<file path="src/verilog/fbcsw_pkg.sv">
// package: constants and carriers for the fieldbus command/status word block
package fbcsw_pkg;
   localparam int unsigned WORD_W = 16;
   // command word bit positions
   localparam int unsigned CMD_DC_CHARGE  = 0;
   localparam int unsigned CMD_RUN        = 3;
   localparam int unsigned CMD_RESET      = 7;
   localparam int unsigned CMD_BUS_CTRL   = 10;
   localparam int unsigned CMD_WATCHDOG   = 11;
   localparam int unsigned CMD_VIN_TWO    = 12;
   localparam int unsigned CMD_VIN_FOUR   = 14;
   // status word bit positions
   localparam int unsigned ST_READY_ON    = 0;
   localparam int unsigned ST_READY_RUN   = 1;
   localparam int unsigned ST_RUNNING     = 2;
   localparam int unsigned ST_FAULT       = 3;
   localparam int unsigned ST_RUN_ENABLE  = 4;
   localparam int unsigned ST_NO_QSTOP    = 5;
   localparam int unsigned ST_BRK_OK      = 6;
   localparam int unsigned ST_WARNING     = 7;
   localparam int unsigned ST_AT_REF      = 8;
   localparam int unsigned ST_BUS_CTRL    = 9;
   localparam int unsigned ST_ABOVE_LIM   = 10;
   localparam int unsigned ST_CHARGING    = 14;
   localparam int unsigned ST_WATCHDOG    = 15;
   // summary word bit positions
   localparam int unsigned FLT_OVERLOAD   = 2;
   localparam int unsigned FLT_TEMP       = 4;
   localparam int unsigned WRN_EARTH      = 1;
   localparam int unsigned WRN_OVERLOAD   = 2;
   localparam int unsigned WRN_TEMP       = 4;
   // reset values
   localparam logic [15:0] STATUS_RST     = 16'h0020;
   localparam logic [15:0] SUMMARY_RST    = 16'h0000;

   // drive state reported by the converter control
   typedef struct packed {
      logic ready;
      logic breaker_closed;
      logic modulating;
      logic start_possible;
      logic quick_stop;
      logic breaker_fb;
      logic fault_any;
      logic warning_any;
      logic charging;
   } fbcsw_drive_t;

   // fault and warning event sources
   typedef struct packed {
      logic overload_fault;
      logic temp_fault;
      logic earth_warning;
      logic overload_warning;
      logic temp_warning;
   } fbcsw_events_t;

   // commands issued to the converter control
   typedef struct packed {
      logic       charge_contactor;
      logic       main_breaker;
      logic       front_end_run;
      logic       fault_reset;
      logic [2:0] virtual_inputs;
   } fbcsw_cmd_t;
endpackage

</file>
<file path="src/verilog/fbcsw_top.sv">
// fieldbus command word interpreter and status word builder
`timescale 1ns/1ps

// Summary of operation
// - bit0 closes charging then breaker; clear opens
// - bit3 starts or stops front-end converter
// - commands accepted only while bit10 set
// - bit11 echoed into status bit15
// - bits12-14 are virtual digital inputs
// - status bit0 ready to start charging
// - status bit1 ready and breaker closed
// - status bit2 running and modulating
// - status bit4 run enabled, start possible
// - status bit5 low while quick stop
// - status bit6 breaker feedback matches command
// - status bit8 DC reference equals actual
// - status bit9 fieldbus control in effect
// - status bit10 DC above threshold
// - status bit14 DC charging active
// - reserved status bits 11-13 zero; reserved command bits ignored
// - fault summary bits 2 and 4
// - warning summary bits 1, 2, 4
module fbcsw_top #(
   parameter int unsigned DC_W = 16
) (
   input  wire logic                 CLK_SYS_IN,
   input  wire logic                 NRST_IN,
   input  wire logic                 CLK_EN_IN,
   input  wire logic [15:0]          BUS_COMMAND_WORD_IN,
   input  wire fbcsw_pkg::fbcsw_drive_t  DRIVE_STATE_IN,
   input  wire fbcsw_pkg::fbcsw_events_t EVENTS_IN,
   input  wire logic [DC_W-1:0]      DC_VOLTAGE_REF_IN,
   input  wire logic [DC_W-1:0]      DC_VOLTAGE_ACT_IN,
   input  wire logic [DC_W-1:0]      DC_LEVEL_THRESHOLD_IN,
   output fbcsw_pkg::fbcsw_cmd_t     DRIVE_CMD_OUT,
   output logic [15:0]               BUS_STATE_WORD_OUT,
   output logic [15:0]               FAULT_SUMMARY_TEN_OUT,
   output logic [15:0]               WARNING_SUMMARY_TEN_OUT
);
   import fbcsw_pkg::*;

   logic        reset_prev_q;
   logic        bus_ctrl;
   logic        charge_req;
   logic [15:0] state_d;
   logic [15:0] fault_d;
   logic [15:0] warn_d;

   // a command bit only counts while the bus holds control
   function automatic logic gated_cmd(input logic [15:0] word,
                                      input int unsigned pos);
      return word[CMD_BUS_CTRL] && word[pos];
   endfunction

   assign bus_ctrl   = BUS_COMMAND_WORD_IN[CMD_BUS_CTRL];
   assign charge_req = gated_cmd(BUS_COMMAND_WORD_IN, CMD_DC_CHARGE);

   always_ff @(posedge CLK_SYS_IN or negedge NRST_IN)
   begin
      if (!NRST_IN)
         reset_prev_q <= 1'b0;
      else if (CLK_EN_IN)
         reset_prev_q <= BUS_COMMAND_WORD_IN[CMD_RESET];
   end

   always_ff @(posedge CLK_SYS_IN or negedge NRST_IN)
   begin
      if (!NRST_IN)
      begin
         DRIVE_CMD_OUT <= '0;
      end
      else if (CLK_EN_IN)
      begin
         DRIVE_CMD_OUT.charge_contactor <= charge_req;
         // breaker follows one cycle behind the contactor
         DRIVE_CMD_OUT.main_breaker <=
            charge_req && DRIVE_CMD_OUT.charge_contactor;
         DRIVE_CMD_OUT.front_end_run <=
            gated_cmd(BUS_COMMAND_WORD_IN, CMD_RUN);
         // one-cycle reset on rising edge only
         DRIVE_CMD_OUT.fault_reset <=
            gated_cmd(BUS_COMMAND_WORD_IN, CMD_RESET) && !reset_prev_q;
         DRIVE_CMD_OUT.virtual_inputs <= bus_ctrl ?
            BUS_COMMAND_WORD_IN[CMD_VIN_FOUR:CMD_VIN_TWO] : 3'h0;
      end
   end

   always_comb
   begin
      state_d = 16'h0000;
      state_d[ST_READY_ON]  = DRIVE_STATE_IN.ready;
      state_d[ST_READY_RUN] = DRIVE_STATE_IN.ready &&
                              DRIVE_STATE_IN.breaker_closed;
      state_d[ST_RUNNING]   = DRIVE_STATE_IN.modulating;
      state_d[ST_FAULT]     = DRIVE_STATE_IN.fault_any;
      state_d[ST_WARNING]   = DRIVE_STATE_IN.warning_any;
      state_d[ST_RUN_ENABLE] = DRIVE_STATE_IN.start_possible;
      state_d[ST_NO_QSTOP]  = !DRIVE_STATE_IN.quick_stop;
      state_d[ST_BRK_OK]    = DRIVE_STATE_IN.breaker_fb ==
                              DRIVE_CMD_OUT.main_breaker;
      state_d[ST_AT_REF]    = DC_VOLTAGE_REF_IN == DC_VOLTAGE_ACT_IN;
      state_d[ST_BUS_CTRL]  = bus_ctrl;
      // above the threshold; equal counts as below
      state_d[ST_ABOVE_LIM] = DC_VOLTAGE_ACT_IN > DC_LEVEL_THRESHOLD_IN;
      state_d[ST_CHARGING]  = DRIVE_STATE_IN.charging;
      // watchdog echo, ungated so the loop works without control
      state_d[ST_WATCHDOG]  = BUS_COMMAND_WORD_IN[CMD_WATCHDOG];
      // bits 11..13 stay at zero from the default above
   end

   always_comb
   begin
      fault_d = 16'h0000;
      warn_d  = 16'h0000;
      fault_d[FLT_OVERLOAD] = EVENTS_IN.overload_fault;
      fault_d[FLT_TEMP]     = EVENTS_IN.temp_fault;
      warn_d[WRN_EARTH]     = EVENTS_IN.earth_warning;
      warn_d[WRN_OVERLOAD]  = EVENTS_IN.overload_warning;
      warn_d[WRN_TEMP]      = EVENTS_IN.temp_warning;
   end

   always_ff @(posedge CLK_SYS_IN or negedge NRST_IN)
   begin
      if (!NRST_IN)
      begin
         BUS_STATE_WORD_OUT      <= STATUS_RST;
         FAULT_SUMMARY_TEN_OUT   <= SUMMARY_RST;
         WARNING_SUMMARY_TEN_OUT <= SUMMARY_RST;
      end
      else if (CLK_EN_IN)
      begin
         BUS_STATE_WORD_OUT      <= state_d;
         FAULT_SUMMARY_TEN_OUT   <= fault_d;
         WARNING_SUMMARY_TEN_OUT <= warn_d;
      end
   end
endmodule // fbcsw_top
</file>
<file path="config.mk">
export PLATFORM = sky130hd
export DESIGN_NAME = fbcsw_top
export DESIGN_NICKNAME = d
export VERILOG_FILES = /design/src/verilog/fbcsw_pkg.sv /design/src/verilog/fbcsw_top.sv
export SDC_FILE = /design/constraint.sdc
export NUM_CORES = 1
export LEC_CHECK = 0
export BUFFER_PORTS_ARGS = -buffer_cell sky130_fd_sc_hd__buf_2
export CAP_MARGIN = 30
export CORE_AREA = 2 2 68 70
export DETAILED_ROUTE_END_ITERATION = 10
export DIE_AREA = 0 0 70 72
export PLACE_DENSITY = 0.95
export SYNTH_ARGS = -nofsm -noshare
export SYNTH_HDL_FRONTEND = slang
export SYNTH_SLANG_ARGS = --single-unit
</file>
<file path="constraint.sdc">
create_clock -name CLK_SYS_IN -period 2.6 [get_ports CLK_SYS_IN]
set_clock_uncertainty 0.15 [all_clocks]
set_input_delay 0.52 -clock CLK_SYS_IN [delete_from_list [all_inputs] [get_ports CLK_SYS_IN]]
set_output_delay 0.52 -clock CLK_SYS_IN [all_outputs]
set_load 0.05 [all_outputs]
</file>
==> metrics.md <==
| Metric | Value |
|---|---|
| Largest fanout on the critical path | `4` |
| Final Hold Fails | `0` |
| Routed Antenna Nets | `0` |
| Total core area | `0.00426 mm^2` |
| Max Slew Vio Count | `0` |
| Worst EP required | `between 2 and 3 ns` |
| H-tree depth | `1` |
| DR vias/cell | `4.57` |
| PwrDens | `549 mW/mm^2` |
| First-pass GRT wire length | `between 6000 and 7000 um` |
| Hold-fix buffers at CTS | `0` |
| First-pass DRT Iterations | `4` |
| # setup viols final | `0` |
| Crit. End Element | `flop` |
| Tmin final | `1.77 ns` |
| Non-Filler Instances | `approximately 330` |
| Crit path kind | `primary input to flop` |
| Die Area | `slightly above 0.005 mm^2` |
| TNS Setup | `0 ns` |
| Wire per inst | `roughly 12 um` |
| Maxcap violations | `0` |
| Hpwl dp | `around 3400 um` |
| Synthesized area | `0.00181 mm^2` |
| PostCTS Resize Cnt | `0` |
| Max Clock Freq | `approximately 570 MHz` |
| Total I/O pin count | `136` |
| Fillers | `between 300 and 400` |
| Post-CTS Setup Bufs | `0` |
| Worst vdd ir | `0.354 mV` |
| Effective utilization at floorplan | `between 40 and 50%` |
| Post-synth cell types | `25` |
| Vias | `between 1.5k and 2k` |
| Setup WS pre-CTS | `about 0.54 ns` |
| Vias in the first global route | `about 1.6k` |
| Layout cells sized above 1 | `between 40% and 50%` |
| Critical R2R Capture | `BUS_STATE_WORD_OUT[6]$_DFFE_PN0P_` |
| CTS buffer count | `3` |
| Global route overflow | `0` |
| Class of the worst hold path | `primary input to asynchronous set/reset pin` |
| Final period utilization | `around 68%` |
| I/O Buffers | `97` |
| Root Buffer | `clkbuf_8` |
| Area growth syn-to-layout | `27.1%` |
| Worst Setup Start Kind | `primary input` |
| Chip Height | `about 72 um` |
| GRT Total Usage | `between 15 and 20%` |
| Max clock buf depth | `2` |
| R2R Path Start | `DRIVE_CMD_OUT[5]$_DFFE_PN0P_` |
| CTS tree | `yes` |
| ANT cells | `0` |
| Initial antenna violation count | `0` |
| Syn_area_per_cell | `9.71 um^2` |
| Static Leak | `approximately 0.0013 uW` |
| Placed insts | `330` |
| Fin nets | `380` |
| Worst-skew pair later-pin latency | `approximately 0.27 ns` |
| CTS sink count | `26` |
| Maximum number of pins on one net before global-route repair | `27` |
| R2R Setup Slk | `1.54 ns` |
| Die W | `around 70 um` |
| Row count | `24` |
| CTS clk-pin slew, worst paths | `0.09 ns` |
| Global placement routability congestion | `approximately 0.85` |
| Run status | `completed` |
| Tightest Pin Transition | `0.578 ns` |
| RSZ-0062 raised after global routing | `no` |
| Synthesized flop and latch total | `26` |
| Initial DRC count | `24` |
| Register area share after synthesis | `about 36%` |
| Post-Route WL | `4030 um` |
| Setup WS post-layout | `0.835 ns` |
| Worst-case reg-to-reg path depth | `2` |
| Syn Inst Count | `roughly 190` |
| Slew Limit Headroom | `slightly above 60%` |
| Post-route DRC | `0` |
| Yosys warns | `0` |
| CP Data Arrival Time | `1.77 ns` |
synthesized netlist by cell type:
library cell   n  area (um^2)
nand4_2        1         12.5
xnor2_1       17          149
a211oi_1       1         7.51
buf_4         30          225
nand3_1        6         30.0
clkbuf_1       2         7.51
nor4_1         1         6.26
ha_1          16          200
dfstp_2        1         26.3
nand2_1        6         22.5
conb_1         1         3.75
buf_2          3         15.0
inv_1         25         93.8
o21ai_0       11         55.1
nor2_1         2         7.51
nand4_1        7         43.8
o221ai_1       1         8.76
a32o_1         1         10.0
and3_1         1         6.26
nor3_1         2         10.0
a22oi_1        1         7.51
nor4_2         1         12.5
a21oi_1        8         40.0
mux2_2        16          180
dfrtp_1       25          626
kinds of logic after synthesis:
logic type | share of synthesized area, %
mux | 9.97
fa+ha+maj | 11.1
buf+inv | 18.9
flops | 36.1
compound gates | 7.13
simple gates | 8.38
other cells | 0.208
xor+xnor | 8.24
power by group:
part | internal, uW | switching, uW | leakage, uW | total, uW
Clock | 206 | 129 | 0.0000357 | 335
Sequential | 442 | 18.9 | 0.000316 | 460
Combinational | 133 | 332 | 0.000899 | 465
Total | 780 | 480 | 0.00125 | 1260
how the worst max path moves through the flow:
| stage | start | to | slack [ns] | cells after the start |
|---|---|---|---|---|
| floorplan | DC_LEVEL_THRESHOLD_IN[15] | BUS_STATE_WORD_OUT[10]$_DFFE_PN0P_ | 0.80 | 7 |
| global route | DC_VOLTAGE_ACT_IN[15] | BUS_STATE_WORD_OUT[10]$_DFFE_PN0P_ | 0.74 | 7 |
| detailed placement | DC_VOLTAGE_ACT_IN[15] | BUS_STATE_WORD_OUT[10]$_DFFE_PN0P_ | 0.54 | 7 |
| finish | DC_VOLTAGE_ACT_IN[15] | BUS_STATE_WORD_OUT[10]$_DFFE_PN0P_ | 0.83 | 7 |
| CTS | DC_VOLTAGE_ACT_IN[15] | BUS_STATE_WORD_OUT[10]$_DFFE_PN0P_ | 0.83 | 7 |
| global placement | DC_VOLTAGE_ACT_IN[15] | BUS_STATE_WORD_OUT[10]$_DFFE_PN0P_ | 0.59 | 7 |
routing by layer:
layer,global-route usage [%],up-vias,wire length [um]
met5,0,-,0
met4,2.78,0,19
met3,3.61,4,268
met2,32.5,64,2170
met1,18.7,701,1570
li1,-,757,-
through the flow:
step	hold slack (ns)	power [uW]	utilization, %	area (um^2)
2_1_floorplan	0.0744	837	-	1920
5_1_grt	0.121	1320	53.9	2300
3_3_place_gp	0.319	921	52.2	2230
6_report	0.0854	1260	53.9	2300
4_1_cts	0.0991	1280	53.9	2300
3_5_place_dp	0.329	935	52.2	2230
state kept, by name, summed over array words and instances (netlist names):
signal,flops
DRIVE_CMD_OUT,7
reset_prev_q,1
BUS_STATE_WORD_OUT,13
WARNING_SUMMARY_TEN_OUT,3
FAULT_SUMMARY_TEN_OUT,2
placed cells by master (no fill, tap or decap), types with 2 or more instances in the layout:
master	instances
clkbuf_8	3
buf_2	97
a21oi_1	8
nand4_1	7
nand3_1	6
dfrtp_1	25
o21ai_0	11
nand2_1	6
conb_1	30
inv_1	25
nor3_1	2
xnor2_1	17
mux2_2	16
nor2_1	2
ha_1	16
worst max-delay path, cell delays in order:
cell     delay, ns
buf_2         0.12
ha_1          0.32
nand4_2       0.16
nor4_2        0.37
nand4_1       0.12
o21ai_0       0.09
a21oi_1       0.07
area by class of cell:
cell class	instances	area (um^2)	area share, %
Inverter	25	93.8	4.08
Clock inverter	1	30.0	1.31
Sequential cell	26	652	28.4
Clock buffer	3	41.3	1.80
Multi-Input combinational cell	129	922	40.1
Timing Repair Buffer	98	493	21.5
Tap cell	52	65.1	2.83
No activity file was read; power rests on OpenSTA's default activity.
